===== src/mdsr_pkg.sv =====
// constants for the monitor data and status register bank
// assumes byte-wide register access over an 8-bit address port
package mdsr_pkg;
    // register map
    localparam logic [7:0] ADDR_RANGE_CD = 8'h1f;    // group c/d range select
    localparam logic [7:0] ADDR_ADC_FIRST = 8'h20;   // first channel result low byte
    localparam logic [7:0] ADDR_ADC_LAST = 8'h49;    // last channel result high byte
    localparam logic [7:0] ADDR_TEMP_LOW = 8'h4a;    // temperature low byte
    localparam logic [7:0] ADDR_TEMP_HIGH = 8'h4b;   // temperature high byte
    localparam logic [7:0] ADDR_DAC_FIRST = 8'h50;   // first output code low byte
    localparam logic [7:0] ADDR_DAC_LAST = 8'h6f;    // last output code high byte
    localparam logic [7:0] ADDR_STATUS0 = 8'h70;     // alarm status, channels 16..20
    localparam logic [7:0] ADDR_STATUS1 = 8'h71;     // alarm status, temperature group
    // sizes
    localparam int ADC_CHANNELS = 21;
    localparam int DAC_CHANNELS = 16;
    localparam int ALARM_COUNT = 9;                   // 5 channel + 4 temperature group
    localparam int STATUS0_BITS = 5;
    localparam int STATUS1_BITS = 4;
    localparam int FILTER_W = 3;                      // width of consecutive counter
    // range field layout
    localparam int RANGE_C_LSB = 0;
    localparam int RANGE_D_LSB = 4;
    localparam logic [7:0] RANGE_CD_MASK = 8'h77;     // reserved bits read zero
    localparam logic [7:0] RESET_BYTE = 8'h00;
    // range field encoding
    typedef enum logic [2:0]
    {
        RNG_NEG10 = 3'h4,
        RNG_NEG5 = 3'h5,
        RNG_POS10 = 3'h6,
        RNG_POS5 = 3'h7
    } mdsr_range_t;
endpackage : mdsr_pkg


===== src/mdsr_bank.sv =====
// register bank for range, conversion results, output codes and alarms
// assumes byte accesses from the serial interface decoder on mclk,
// conversion results supplied by the converter on mclk
`timescale 1ns/1ps

////////////////////////////////////////////////////////////////////////
module mdsr_bank
    import mdsr_pkg::*;
(
    // clocking
    input wire logic mclk,
    input wire logic reset,                     // hardware, software or power-on
    input wire logic clk_en,
    // register access
    input wire logic [7:0] addr,
    input wire logic wr_en,
    input wire logic rd_en,
    input wire logic [7:0] wr_data,
    output logic [7:0] rd_data,
    output logic rd_valid,
    // conversion results
    input wire logic conv_done,
    input wire logic [4:0] conv_chan,           // 0..20 channel, 21 temperature
    input wire logic [11:0] conv_result,
    input wire logic [ALARM_COUNT-1:0] out_of_range,
    // alarm configuration
    input wire logic [FILTER_W-1:0] filter_n,
    input wire logic alarm_nonlatching_select,
    input wire logic [ALARM_COUNT-1:0] alarm_source_clear,
    // dac side
    output logic [2:0] group_c_range_select,
    output logic group_c_auto,
    output logic [2:0] group_d_range_select,
    output logic group_d_auto,
    output logic dac_load,
    output logic [3:0] dac_load_chan,
    output logic [11:0] output_code,
    // alarm pin and status
    output logic alarm_output_pin,
    output logic [ALARM_COUNT-1:0] alarm_status
);
    localparam logic [4:0] TEMP_CHAN = 5'h15; // slot after the last channel
    localparam logic [4:0] ALARM_CHAN_BASE = 5'h10; // first channel with an alarm bit

    ////////////////////////////////////////////////////////////////////
    // address decode
    wire hit_range = addr == ADDR_RANGE_CD;
    wire hit_adc = addr >= ADDR_ADC_FIRST && addr <= ADDR_ADC_LAST;
    wire hit_temp_lo = addr == ADDR_TEMP_LOW;
    wire hit_temp_hi = addr == ADDR_TEMP_HIGH;
    wire hit_dac = addr >= ADDR_DAC_FIRST && addr <= ADDR_DAC_LAST;
    wire hit_st0 = addr == ADDR_STATUS0;
    wire hit_st1 = addr == ADDR_STATUS1;
    // offsets into the paired ranges: bit 0 picks the lane, the rest the channel
    wire [7:0] adc_off = addr - ADDR_ADC_FIRST;
    wire [7:0] dac_off = addr - ADDR_DAC_FIRST;
    wire [4:0] adc_chan = adc_off[5:1];
    wire [3:0] dac_chan = dac_off[4:1];
    wire high_lane = addr[0];                   // odd address is high byte
    // strobes count only on enabled edges, so a frozen bank ignores the bus
    wire do_wr = clk_en && wr_en;
    wire do_rd = clk_en && rd_en;

    ////////////////////////////////////////////////////////////////////
    // range register
    logic [7:0] range_cd;                       // group c and d range field
    // reserved bits are dropped on the way in, so they always read back zero
    always_ff @(posedge mclk)
    begin
        if (reset)
            range_cd <= RESET_BYTE;
        else if (do_wr && hit_range)
            range_cd <= wr_data & RANGE_CD_MASK;
    end
    assign group_d_range_select = range_cd[RANGE_D_LSB+:3];
    assign group_c_range_select = range_cd[RANGE_C_LSB+:3];
    assign group_d_auto = !group_d_range_select[2];
    assign group_c_auto = !group_c_range_select[2];

    ////////////////////////////////////////////////////////////////////
    // conversion results
    logic [11:0] adc_res [ADC_CHANNELS];        // unsigned results
    logic [11:0] temp_res;                      // two's complement temperature
    // results are kept as delivered: channels straight binary, temperature
    // two's complement; a channel number past the temperature slot is dropped
    always_ff @(posedge mclk)
    begin
        if (reset)
        begin
            for (int i = 0; i < ADC_CHANNELS; i++)
                adc_res[i] <= '0;
            temp_res <= '0;
        end
        else if (clk_en && conv_done)
        begin
            if (conv_chan == TEMP_CHAN)
                temp_res <= conv_result;
            else if (conv_chan < TEMP_CHAN)
                adc_res[conv_chan] <= conv_result;
        end
    end
    // guard keeps the array index in range for any address
    wire [11:0] adc_sel = (adc_chan < TEMP_CHAN) ? adc_res[adc_chan] : 12'h000;
    wire [7:0] adc_byte = high_lane ? {4'h0, adc_sel[11:8]} : adc_sel[7:0];

    ////////////////////////////////////////////////////////////////////
    // output code memory, codes passed through unchanged
    // the memory read register follows addr on every enabled edge, so its
    // byte is only valid in the cycle after a read strobe
    logic [7:0] dac_byte;
    mdsr_code_mem u_code_mem
    (
        .mclk(mclk),
        .reset(reset),
        .clk_en(clk_en),
        .wr_en(do_wr && hit_dac),
        .wr_chan(dac_chan),
        .wr_high(high_lane),
        .wr_data(wr_data),
        .rd_chan(dac_chan),
        .rd_high(high_lane),
        .rd_data(dac_byte),
        .latch_code(output_code)
    );

    // load strobe follows the written byte by one cycle with the code
    // the latch sees the merged code, so a lone low-byte write updates it too
    always_ff @(posedge mclk)
    begin
        if (reset)
        begin
            dac_load <= 1'b0;
            dac_load_chan <= '0;
        end
        else if (clk_en)
        begin
            dac_load <= wr_en && hit_dac;
            if (wr_en && hit_dac)
                dac_load_chan <= dac_chan;
        end
    end

    ////////////////////////////////////////////////////////////////////
    // alarm bits, one per monitored source
    logic [ALARM_COUNT-1:0] cond;               // filtered conditions
    wire [ALARM_COUNT-1:0] bit_is_temp = {{STATUS1_BITS{1'b1}}, {STATUS0_BITS{1'b0}}};
    // a status read clears only the bits of the byte that was read
    wire [ALARM_COUNT-1:0] read_clear =
        {{STATUS1_BITS{do_rd && hit_st1}}, {STATUS0_BITS{do_rd && hit_st0}}};
    wire [ALARM_COUNT-1:0] src_done;
    genvar g;
    generate
        for (g = 0; g < ALARM_COUNT; g++)
        begin : g_alarm
            // channel bits watch the last five channels, temperature bits the sensor;
            // every temperature bit is judged on the one temperature conversion
            assign src_done[g] = conv_done && (bit_is_temp[g] ? conv_chan == TEMP_CHAN
                                 : conv_chan == ALARM_CHAN_BASE + 5'(g));
            mdsr_alarm_bit u_bit
            (
                .mclk(mclk),
                .reset(reset),
                .clk_en(clk_en),
                .conv_done(src_done[g]),
                .out_of_range(out_of_range[g]),
                .filter_n(filter_n),
                .nonlatching(alarm_nonlatching_select),
                .status_read(read_clear[g]),
                .alarm(alarm_status[g]),
                .condition(cond[g])
            );
        end
    endgenerate

    // alarm pin is set while any status bit not masked by alarm_source_clear stands
    // pin drops with the status bit, one cycle behind it, so a read releases it
    wire pin_cause = |(alarm_status & ~alarm_source_clear);
    always_ff @(posedge mclk)
    begin
        if (reset)
            alarm_output_pin <= 1'b0;
        else if (clk_en)
            alarm_output_pin <= pin_cause;
    end

    ////////////////////////////////////////////////////////////////////
    // read data
    // status bytes carry the alarm bits low, reserved bits read zero
    wire [7:0] st0 = {3'h0, alarm_status[STATUS0_BITS-1:0]};
    wire [7:0] st1 = {4'h0, alarm_status[ALARM_COUNT-1:STATUS0_BITS]};
    wire [7:0] temp_byte = high_lane ? {4'h0, temp_res[11:8]} : temp_res[7:0];
    // unmapped places fall through to zero
    logic [7:0] reg_byte;
    logic reg_dac;                              // dac data comes a cycle later
    // priority does not matter: the decode hits are exclusive
    always_comb
    begin
        reg_byte = RESET_BYTE;
        if (hit_range)
            reg_byte = range_cd;
        else if (hit_adc)
            reg_byte = adc_byte;
        else if (hit_temp_lo || hit_temp_hi)
            reg_byte = temp_byte;
        else if (hit_st0)
            reg_byte = st0;
        else if (hit_st1)
            reg_byte = st1;
    end

    // read data registered, answer one cycle after request
    logic [7:0] held_byte;
    always_ff @(posedge mclk)
    begin
        if (reset)
        begin
            held_byte <= RESET_BYTE;
            reg_dac <= 1'b0;
            rd_valid <= 1'b0;
        end
        else if (clk_en)
        begin
            rd_valid <= rd_en;
            reg_dac <= rd_en && hit_dac;
            // an output code byte is copied from the memory register one edge
            // later, so it stands until the next read like any other byte
            if (rd_en)
                held_byte <= reg_byte;
            else if (reg_dac)
                held_byte <= dac_byte;
        end
    end
    // in the answer cycle an output code byte is steered from the memory
    assign rd_data = reg_dac ? dac_byte : held_byte;
endmodule : mdsr_bank


===== src/mdsr_alarm_bit.sv =====
// one alarm status bit with n-consecutive filtering and read clearing
// assumes conv_done pulses once per conversion cycle, same clock
`timescale 1ns/1ps
module mdsr_alarm_bit
    import mdsr_pkg::*;
(
    // clocking
    input wire logic mclk,
    input wire logic reset,
    input wire logic clk_en,
    // controls
    input wire logic conv_done,                 // one conversion result ready
    input wire logic out_of_range,              // comparison for this result
    input wire logic [FILTER_W-1:0] filter_n,   // consecutive count required
    input wire logic nonlatching,               // latch disable
    input wire logic status_read,               // status register read
    // state
    output logic alarm,                         // status bit
    output logic condition                      // filtered condition active
);
    logic [FILTER_W-1:0] run_count;             // consecutive out-of-range results
    wire reached = (run_count + 1'b1) >= filter_n;
    wire next_condition = conv_done ? (out_of_range && reached) : condition;
    wire set_now = conv_done && out_of_range && reached;

    // consecutive counter restarts on any in-range result
    always_ff @(posedge mclk)
    begin
        if (reset)
            run_count <= '0;
        else if (clk_en && conv_done)
            run_count <= !out_of_range ? '0 : (reached ? run_count : run_count + 1'b1);
    end

    // condition tracks filtered state, alarm holds until resolved and read, or only until resolved when nonlatching
    always_ff @(posedge mclk)
    begin
        if (reset)
        begin
            condition <= 1'b0;
            alarm <= 1'b0;
        end
        else if (clk_en)
        begin
            condition <= next_condition;
            if (set_now)
                alarm <= 1'b1;                  // set wins over read clear
            else if (nonlatching && !next_condition)
                alarm <= 1'b0;
            else if (status_read && !condition)
                alarm <= 1'b0;
        end
    end
endmodule : mdsr_alarm_bit


===== src/mdsr_code_mem.sv =====
// output code storage, one 12-bit code per channel, registered read
// assumes single-cycle byte writes from the register bank
`timescale 1ns/1ps
module mdsr_code_mem
    import mdsr_pkg::*;
(
    // clocking
    input wire logic mclk,
    input wire logic reset,
    input wire logic clk_en,
    // byte write
    input wire logic wr_en,
    input wire logic [3:0] wr_chan,
    input wire logic wr_high,                   // high byte lane
    input wire logic [7:0] wr_data,
    // byte read
    input wire logic [3:0] rd_chan,
    input wire logic rd_high,
    output logic [7:0] rd_data,
    // full code of written channel for the latch
    output logic [11:0] latch_code
);
    logic [11:0] codes [DAC_CHANNELS];          // stored codes
    wire [11:0] old_code = codes[wr_chan];
    wire [11:0] next_code = wr_high ? {wr_data[3:0], old_code[7:0]}
                                    : {old_code[11:8], wr_data};

    // byte writes merge into stored code
    always_ff @(posedge mclk)
    begin
        if (reset)
        begin
            for (int i = 0; i < DAC_CHANNELS; i++)
                codes[i] <= '0;
            rd_data <= RESET_BYTE;
            latch_code <= '0;
        end
        else if (clk_en)
        begin
            if (wr_en)
            begin
                codes[wr_chan] <= next_code;
                latch_code <= next_code;
            end
            rd_data <= rd_high ? {4'h0, codes[rd_chan][11:8]} : codes[rd_chan][7:0];
        end
    end
endmodule : mdsr_code_mem


===== config.mk =====
export PLATFORM = sky130hd
export DESIGN_NAME = mdsr_bank
export DESIGN_NICKNAME = d
export VERILOG_FILES = /design/src/mdsr_pkg.sv /design/src/mdsr_bank.sv /design/src/mdsr_alarm_bit.sv /design/src/mdsr_code_mem.sv
export SDC_FILE = /design/constraint.sdc
export NUM_CORES = 1
export LEC_CHECK = 0
export BUFFER_PORTS_ARGS = -buffer_cell sky130_fd_sc_hd__buf_2
export CAP_MARGIN = 25
export CORE_UTILIZATION = 40
export CTS_BUF_LIST = sky130_fd_sc_hd__clkbuf_8
export CTS_CLUSTER_SIZE = 10
export DETAILED_ROUTE_END_ITERATION = 7
export PLACE_DENSITY_LB_ADDON = 0.05
export SLEW_MARGIN = 20
export SYNTH_ARGS = -nofsm -noshare
export SYNTH_HDL_FRONTEND = slang
export SYNTH_HIERARCHICAL = 1
export SYNTH_SLANG_ARGS = --single-unit

===== constraint.sdc =====
create_clock -name mclk -period 4.4 [get_ports mclk]
set_clock_uncertainty 0.15 [all_clocks]
set_input_delay 0.66 -clock mclk [delete_from_list [all_inputs] [get_ports mclk]]
set_output_delay 0.66 -clock mclk [all_outputs]
set_load 0.05 [all_outputs]

* Word-level counts from Yosys, hierarchy flattened
Memories as Yosys holds them, arrays and structs flattened.
Index checks and enable logic that the tools add are counted.
Widths: inputs -> output; s select.
** Operators by class
- Add/subtract/negate cells :: 11
- $lt $le $gt $ge :: 15
- Equality and inequality tests :: 20
- Multiplexer cells :: 83
- Bitwise operators :: 2
- Reduce and logical (&&, ||, !) cells :: 122
** Operators by type and width (count)
- $logic_and 1x1->1 :: 68
- $mux 8 :: 8
- $mux 3 :: 18
- $mux 1 :: 49
- $mux 12 :: 4
- $reduce_and 2->1 :: 21
- $eq 8x7->1 const B :: 4
- $eq 5x5->1 const B :: 6
- $add 3x1->3 const B :: 9
- $ge 3x3->1 :: 9
- $reduce_bool 3->1 :: 9
- $reduce_or 12->1 :: 2
- $logic_not 1->1 :: 20
- $ne 2x2->1 const B :: 9
- $le 8x7->1 const B :: 2
- $lt 5x5->1 const B :: 2
- $mux 5 :: 2
- $and 9x9->9 :: 1
- $not 9->9 :: 1
- $reduce_or 9->1 :: 1
- $eq 8x5->1 const B :: 1
- $ge 8x6->1 const B :: 1
- $ge 8x7->1 const B :: 1
- $mux 4 :: 2
- other kinds (3) :: 3
** Word-level totals
- Register bits after elaboration :: 99
- Memory bits (writable) :: 444
- Input bits :: 61
- Output and inout bits :: 44
- Memories kept :: 2
** Memory list
- adc_res :: depth 21, bits a word 12, rd ports 1, clocked after memory_dff 0, write ports 21, line mdsr_bank.sv:82 : logic [11:0] adc_res [ADC_CHANNELS];
- u_code_mem.codes :: depth 16, bits a word 12, rd ports 1, clocked after memory_dff 0, write ports 16, line mdsr_code_mem.sv:23 : logic [11:0] codes [DAC_CHANNELS];

* Logic depth before layout (Yosys ltp)
Gate-level depths: netlist of the first run.
- Word-level depth :: 9
- Mapped depth :: 11

* By module
Netlist of the first run, hierarchy kept.
** By module, submodules not included
- mdsr_bank :: times used 1, cells each 1112, area each 15203.3 sq um, seq. area each 9328.9 sq um
- mdsr_code_mem :: times used 1, cells each 796, area each 11242.0 sq um, seq. area each 6165.9 sq um
- mdsr_alarm_bit :: times used 9, cells each 36, area each 316.6 sq um, seq. area each 100.1 sq um

* Worst setup path after synthesis of the first run
OpenSTA, ideal clock, no wires.
- Path kind :: input to register
- From :: input port addr[4]
- To :: memory u_code_mem.codes[14][0], enable pin
- Setup time :: 359 ps
- Arrival time :: 2796 ps
- Required time :: 3891 ps
- Slack :: 1095 ps
- Cell stages on the path :: 10
- Buffers on the path :: 3
- Cells stage by stage :: clkbuf_1 nand2b_1 clkbuf_1 a21oi_1 and3_1 clkbuf_1 or3b_4 nor2_4 nand3_1 nand2b_1
** RTL lines
- start: declaration :: line mdsr_bank.sv:15 : input wire logic [7:0] addr,
- end: declaration :: line mdsr_code_mem.sv:23

==> impl_summary.txt, run 1 <==
----------------------------------------------------
[STA]
  Post-layout min period ... 3.469 ns
  Final hold viol count ... 0
  Max-slew violation count ... 0
  Normalized max-slew margin ... a little under a third
  Final worst-path cycle share ... 78.83%
  F_max ... 0.2883 GHz
  Transition time at the pin with the least slew margin ... 1.032 ns
  Setup repair after global routing missed its margin ... no
  Final-report setup violation count ... 0
  Worst hold slack after final layout ... 0.09049 ns
  Post-route worst setup slack ... 0.9315 ns
  Aggregate negative setup slack ... 0 ns

[Yosys]
  Area share of the largest cell type after synthesis ... a little under 50%
  Most numerous cell types in the synthesized netlist ... edfxtp_1, and2_1, nor2_1, mux4_2, dfxtp_1
  Post-synthesis instance area ... 29290 um^2
  Count of synthesis-stage warnings from yosys ... 6
  Flops & latches, synth ... 579
  Leading post-synthesis cells by cell area ... edfxtp_1, mux4_2, dfxtp_1
  Most frequently used flop master after synthesis ... edfxtp_1
  Fraction of registers with async set or reset after synthesis ... 0%
  Top-count cell post-synth ... edfxtp_1
  Largest area contributor in the synthesized netlist ... edfxtp_1
  Portion of the post-synthesis area used by sequential elements ... a little under three fifths
  Synthesized area per cell ... between 10 and 15 um^2
  Synthesized instance count ... 2232
  Post-synth EDFFs ... 480
  Distinct cells, synth ... 70

[Clock tree]
  # resized after CTS ... 0
  Root buf cell ... clkbuf_8
  Clock transition time at the flip-flop clock pins of the worst setup and hold paths ... 0.06 ns
  CTS Sinks ... 579
  Hold-fix buffer count after cts ... 0
  Max H-tree Level ... 3
  Latest clock arrival within the worst-skew pair ... a little over 0.7 ns
  Number of clock buffers inserted by TritonCTS ... between 100 and 150
  CTS tree ... built
  Post-CTS setup buffer count ... 0
  Number of buffers on the longest clock path ... 3

[Finish]
  Final layout net count ... 2512
  Storage cell area ... 16400 um^2
  Final design utilization ... 46.00%
  Number of filler cells placed in the layout ... 6585
  Area of combinational cells with multiple inputs ... 11960 um^2
  Fraction of final layout cells sized beyond drive strength 1 ... 22.75%
  Area added between synthesis and finish ... 13.01%

[Job]
  Max-cap violation count ... 0

[Critical path]
  Critical path peak fanout ... 13
  CP Data Arrival Time ... 3.65 ns
  Startpoint Class ... input pin
  Worst Setup End Kind ... flip-flop
  Register-to-register setup slack ... 1.67 ns
  Worst flop-to-flop path startpoint ... adc_res[16][9]$_SDFFCE_PN0P_
  Crit path launch ... addr[4]
  Category of the most critical setup path ... input pin to flip-flop
  R2R cell count ... 7
  Data required time of the worst path ... 4.58 ns
  End of the worst register-to-register path ... held_byte[1]$_SDFFE_PP0P_

[Die]
  I/O pin cnt ... 105
  Total die area ... 74320 um^2
  Vertical extent of the die ... 272.6 um
  Site row count ... 98
  Core Footprint ... 71980 um^2
  Starting utilization of the core area ... 40.70%
  Die span in x ... 272.6 um

[Min path]
  Hold path start ... wr_data[3]
  Number of instances on the worst hold path ... 3
  Sink of the worst hold path ... u_code_mem/latch_code[11]$_SDFFE_PP0P_
  Tightest Hold Check Type ... input pin to flip-flop

[Power and ir drop]
  Portion of total power attributed to sequential cells ... about half
  Combinational fraction of design power ... under 10%
  Clk network pwr share ... 39.5%
  Static Leak ... 12.32 nW
  Total power per unit cell area ... 372.0 nW/um^2
  Fraction of power spent switching nets ... 25.97%
  Pint ... around 0.0091 W
  Switching Power ... between 0.003 and 0.004 W
  IR Drop Worst-Case VDD ... 0.0002563 V

[Routing]
  Vias ... 19760
  Initial drt markers ... 2082
  Number of optimization iterations in the first detailed-route pass ... 5
  Remaining routing DRC violations ... 0
  Average vias per placed instance ... 5.720
  Number of antenna-violating nets in the routed design ... 0
  Routed len/inst ... around 26 um
  Sum of routed wire length over all layers ... 91230 um

[Global routing]
  Total Routing Usage GR ... 24.62%
  Largest net degree at the start of global routing ... 109
  Global route overflow ... 0
  Number of global-route vias before repair ... between 15000 and 20000
  First-pass GRT wire length ... 133800 um
  Number of antenna violations at the first check in global routing ... 4

[Placement]
  # port buffers ... 104
  Placement Setup Slack ... 0.3537 ns
  Hpwl dp ... 61630 um
  GP Congestion ... 0.8805

[Run status]
  Status ... completed

----------------------------------------------------
[worst max-delay path by stage]
stage	end	depth (start not counted)
finish	u_code_mem/codes[1][6]$_SDFFCE_PN0P_	8
global route	u_code_mem/codes[1][0]$_SDFFCE_PN0P_	8
CTS	u_code_mem/codes[1][0]$_SDFFCE_PN0P_	8
detailed placement	u_code_mem/codes[1][8]$_SDFFCE_PN0P_	8
global placement	u_code_mem/codes[1][8]$_SDFFCE_PN0P_	6
floorplan	u_code_mem/codes[14][0]$_SDFFCE_PN0P_	10
[metal layers]
layer	GRT usage (%)	vias to the layer above	part of all wire, %
met1	36.60	10170	47
met5	0	-	0.014
met4	5.707	2	1.8
li1	-	8762	-
met2	37.31	708	45
met3	4.341	121	6.6
[cells by family after synthesis]
family / after synthesis / share of synthesized area (%)
compound gates: 298 / 7.953
fa+ha+maj: 36 / 1.538
mux: 289 / 16.22
simple gates: 800 / 14.39
flops: 579 / 55.97
xor+xnor: 9 / 0.2691
other cells: 1 / 0.01280
buf+inv: 220 / 3.652
[through the flow]
stage | std cells | instance area [um^2] | power (W)
after CTS | 3451 | 33100 | 0.01245
final | 3455 | 33110 | 0.01232
after global routing | 3454 | 33100 | 0.01276
after detailed placement | 3258 | 31130 | 0.007558
after global placement | 3258 | 31130 | 0.007547
after floorplan | 2267 | 29430 | 0.007067
[worst max-delay path, stage by stage]
cell      delay (ns)
buf_2           0.15
nand2b_1        0.29
a21oi_1         0.31
and3_1          0.27
nand3b_1        0.11
nor2_1          0.32
nand2_1         0.59
nand2b_1        0.93
[layout make-up]
cell class	count	area share [%]
antenna	4	0.03023
clock buffer	109	4.531
clock inverter	84	1.402
inverter	60	0.6803
multi-input combinational	1468	36.13
sequential	579	49.52
tap	950	3.590
timing repair buffer	201	4.108
[flip-flops by register name (all words and copies together) (netlist names), 4 cells and up]
| register | flops |
|---|---|
| adc_res | 288 |
| u_code_mem/codes | 192 |
| g_alarm.u_bit/run_count | 27 |
| temp_res | 12 |
| u_code_mem/latch_code | 12 |
| g_alarm.u_bit/alarm | 9 |
| g_alarm.u_bit/condition | 9 |
| held_byte | 8 |
| u_code_mem/rd_data | 8 |
| range_cd | 6 |
| dac_load_chan | 4 |
[placed cells by master, fill, tap and decap left out, types with 10 or more instances in the layout]
cell / count
clkinv_1: 31
nand2b_1: 43
nor3_1: 52
nor2b_1: 30
mux4_2: 124
buf_4: 92
o22ai_1: 17
or2_2: 25
o21ai_0: 44
a2111oi_0: 15
mux4_1: 14
edfxtp_1: 480
a31oi_1: 19
and2_1: 257
a311oi_1: 12
nor2_1: 242
ha_1: 36
a21oi_1: 37
mux2i_1: 93
buf_2: 100
o211ai_1: 14
dfxtp_1: 99
or4_1: 12
inv_1: 93
a22oi_1: 31
a2bb2oi_1: 10
a22o_1: 17
nand3_1: 25
mux2_2: 56
clkbuf_8: 110
nand2_1: 71
conb_1: 36
a21o_1: 10
[power by group through the flow]
stage          clock network (W)  logic, W  registers (W)
2_1_floorplan                  0  0.000759        0.00631
6_report                 0.00486   0.00121        0.00624
3_5_place_dp                   0   0.00121        0.00635
4_1_cts                  0.00500   0.00121        0.00624
5_1_grt                  0.00522   0.00128        0.00626
3_3_place_gp                   0   0.00120        0.00634
Note: power is estimated with default switching activity, not from simulation.
==> run 2, diff against run 1 <==
==> constraint.sdc (replaced) <==
create_clock -name mclk -period 3.5 [get_ports mclk]
set_clock_uncertainty 0.15 [all_clocks]
set_input_delay 0.525 -clock mclk [delete_from_list [all_inputs] [get_ports mclk]]
set_output_delay 0.525 -clock mclk [all_outputs]
set_load 0.05 [all_outputs]
==> impl_summary.txt, run 2 (synthesized netlist as in run 1, its figures left out) <==
----------------------------------------------------
[Die]
  Core Footprint ... 71980 um^2
  Starting utilization of the core area ... 40.70%
  Total die area ... between 70000 and 80000 um^2
  I/O pin cnt ... between 100 and 150
  Vertical extent of the die ... 272.6 um
  Site row count ... 98
  Die span in x ... 272.6 um

[Placement]
  GP Congestion ... 0.9013
  # port buffers ... 104
  Hpwl dp ... 63070 um

[Min path]
  Tightest Hold Check Type ... input pin to flip-flop

[Global routing]
  Global route overflow ... 0
  Number of antenna violations at the first check in global routing ... 1
  First-pass GRT wire length ... 134300 um
  Number of global-route vias before repair ... 19540
  Largest net degree at the start of global routing ... 102
  Total Routing Usage GR ... 24.77%

[STA]
  Worst hold slack after final layout ... just under 0.08 ns
  Post-layout min period ... 2.763 ns
  Transition time at the pin with the least slew margin ... 1.026 ns
  F_max ... around 0.36 GHz
  Max-slew violation count ... 0
  Final-report setup violation count ... 0
  Normalized max-slew margin ... a little under a third
  Setup repair after global routing missed its margin ... no
  Final hold viol count ... 0
  Aggregate negative setup slack ... 0 ns
  Final worst-path cycle share ... 78.94%

[Routing]
  Remaining routing DRC violations ... 0
  Number of antenna-violating nets in the routed design ... 0
  Number of optimization iterations in the first detailed-route pass ... 7
  Vias ... 19810
  Initial drt markers ... 1633
  Sum of routed wire length over all layers ... 91620 um
  Routed len/inst ... 26.19 um
  Average vias per placed instance ... 5.662

[Critical path]
  CP Data Arrival Time ... 3.18 ns
  Slowest cell on the critical path ... mux2i_1
  Critical path peak fanout ... 27
  Category of the most critical setup path ... input pin to flip-flop
  Cell family contributing the most delay on the critical path ... multiplexers
  Worst path cell trace ... buf_8, buf_4, mux4_2, mux2i_1, o22ai_1, o311ai_1, a311oi_1
  Startpoint Class ... input pin
  Worst Setup End Kind ... flip-flop
  Data required time of the worst path ... 3.92 ns
  Register-to-register setup slack ... between 0.9 and 1 ns
  Peak per-stage delay on the critical path ... 0.56 ns
  Buf+Inv Stages, Crit Path ... 2

[Power and ir drop]
  Combinational fraction of design power ... 10.2%
  Portion of total power attributed to sequential cells ... 50.6%
  IR Drop Worst-Case VDD ... 0.0002721 V
  Switching Power ... 0.003977 W
  Total power per unit cell area ... 460.2 nW/um^2
  Fraction of power spent switching nets ... between 20 and 30%
  Pint ... 0.01150 W
  Static Leak ... 12.60 nW
  Clk network pwr share ... 39.1%
  Post-layout total power ... 0.01548 W

[Clock tree]
  Number of buffers on the longest clock path ... 3
  Max H-tree Level ... 3
  Latest clock arrival within the worst-skew pair ... 0.73 ns
  Clock transition time at the flip-flop clock pins of the worst setup and hold paths ... 0.06 ns
  Root buf cell ... clkbuf_8
  CTS tree ... built
  Number of clock buffers inserted by TritonCTS ... 103
  Post-CTS setup buffer count ... 0
  CTS Sinks ... 579

[Finish]
  Area added between synthesis and finish ... 14.81%
  Storage cell area ... around 16000 um^2
  Area of combinational cells with multiple inputs ... 11970 um^2
  Register containing the most flip-flops in the final layout ... adc_res
  Commonest non-fill, non-tap cell in the layout ... edfxtp_1
  Number of filler cells placed in the layout ... 6532
  Final layout net count ... between 2000 and 3000
  Fraction of final layout cells sized beyond drive strength 1 ... 24.10%
  Number of flip-flops in the largest register ... 288
  Registers with the most flip-flops ... adc_res (288), u_code_mem/codes (192), g_alarm.u_bit/run_count (27)
  Leading cell types in the layout, fill and taps excluded ... edfxtp_1, and2_1, nor2_1, mux4_2, buf_4

[Job]
  Max-cap violation count ... 0

[Run status]
  Status ... completed

----------------------------------------------------
-- run 2: metrics by stage --
step	util [%]	cells	worst slack (ns)	cell area, um^2
finish	46.73	3498	0.7373	33630
global route	46.72	3495	0.6293	33630
CTS	46.71	3494	0.7677	33620
detailed placement	43.82	3298	0.001075	31540
global placement	43.81	3298	0.03718	31530
floorplan	-	2267	0.3299	29430
-- run 2: power groups by stage --
stage	combinational (W)	clock, W	sequential, W
3_5_place_dp	0.00157	0	0.00798
6_report	0.00159	0.00605	0.00784
3_3_place_gp	0.00156	0	0.00797
5_1_grt	0.00168	0.00652	0.00786
2_1_floorplan	0.000955	0	0.00793
4_1_cts	0.00159	0.00624	0.00784
-- run 2: layer usage --
layer  part of all wire (%)  track usage [%]  wire (um)  up-vias
met5                      0                0          0        -
met4                    1.9            5.810       1774        0
met3                    7.4            4.613       6737      144
met2                     45            38.08      41270      789
met1                     46            36.16      41840    10010
li1                       -                -          -     8866
-- run 2: area by class of cell --
class	instances	share of cell area, %
tap	950	3.534
timing repair buffer	257	5.710
multi-input combinational	1468	35.58
clock buffer	113	4.624
antenna	4	0.02976
sequential	579	48.75
inverter	60	0.6696
clock inverter	67	1.105
-- run 2: timing repair --
item                      in CTS  in global routing
hold endpoints to repair      20                  0
resized for setup              0                  0
hold buffers                  16                  0
-- run 2: final timing paths --
check / start / end / cells past startpoint
setup / recovery: addr[1] / held_byte[6]$_SDFFE_PP0P_ / 7
hold / removal: wr_data[1] / u_code_mem/latch_code[9]$_SDFFE_PP0P_ / 3
setup reg to reg: adc_res[16][8]$_SDFFCE_PN0P_ / held_byte[0]$_SDFFE_PP0P_ / 7
hold reg to reg: g_alarm[2].u_bit/condition$_SDFFE_PP0P_ / g_alarm[2].u_bit/condition$_SDFFE_PP0P_ / 2
-- run 2: worst reg2reg max path, cell delays in order (launching register included) --
cell and delay [ns]:
edfxtp_1 0.37, nor2b_1 0.13, a2111oi_0 0.50, buf_4 0.20
nor3_1 0.04, or4_1 0.56, a31oi_1 0.40, o22ai_1 0.11
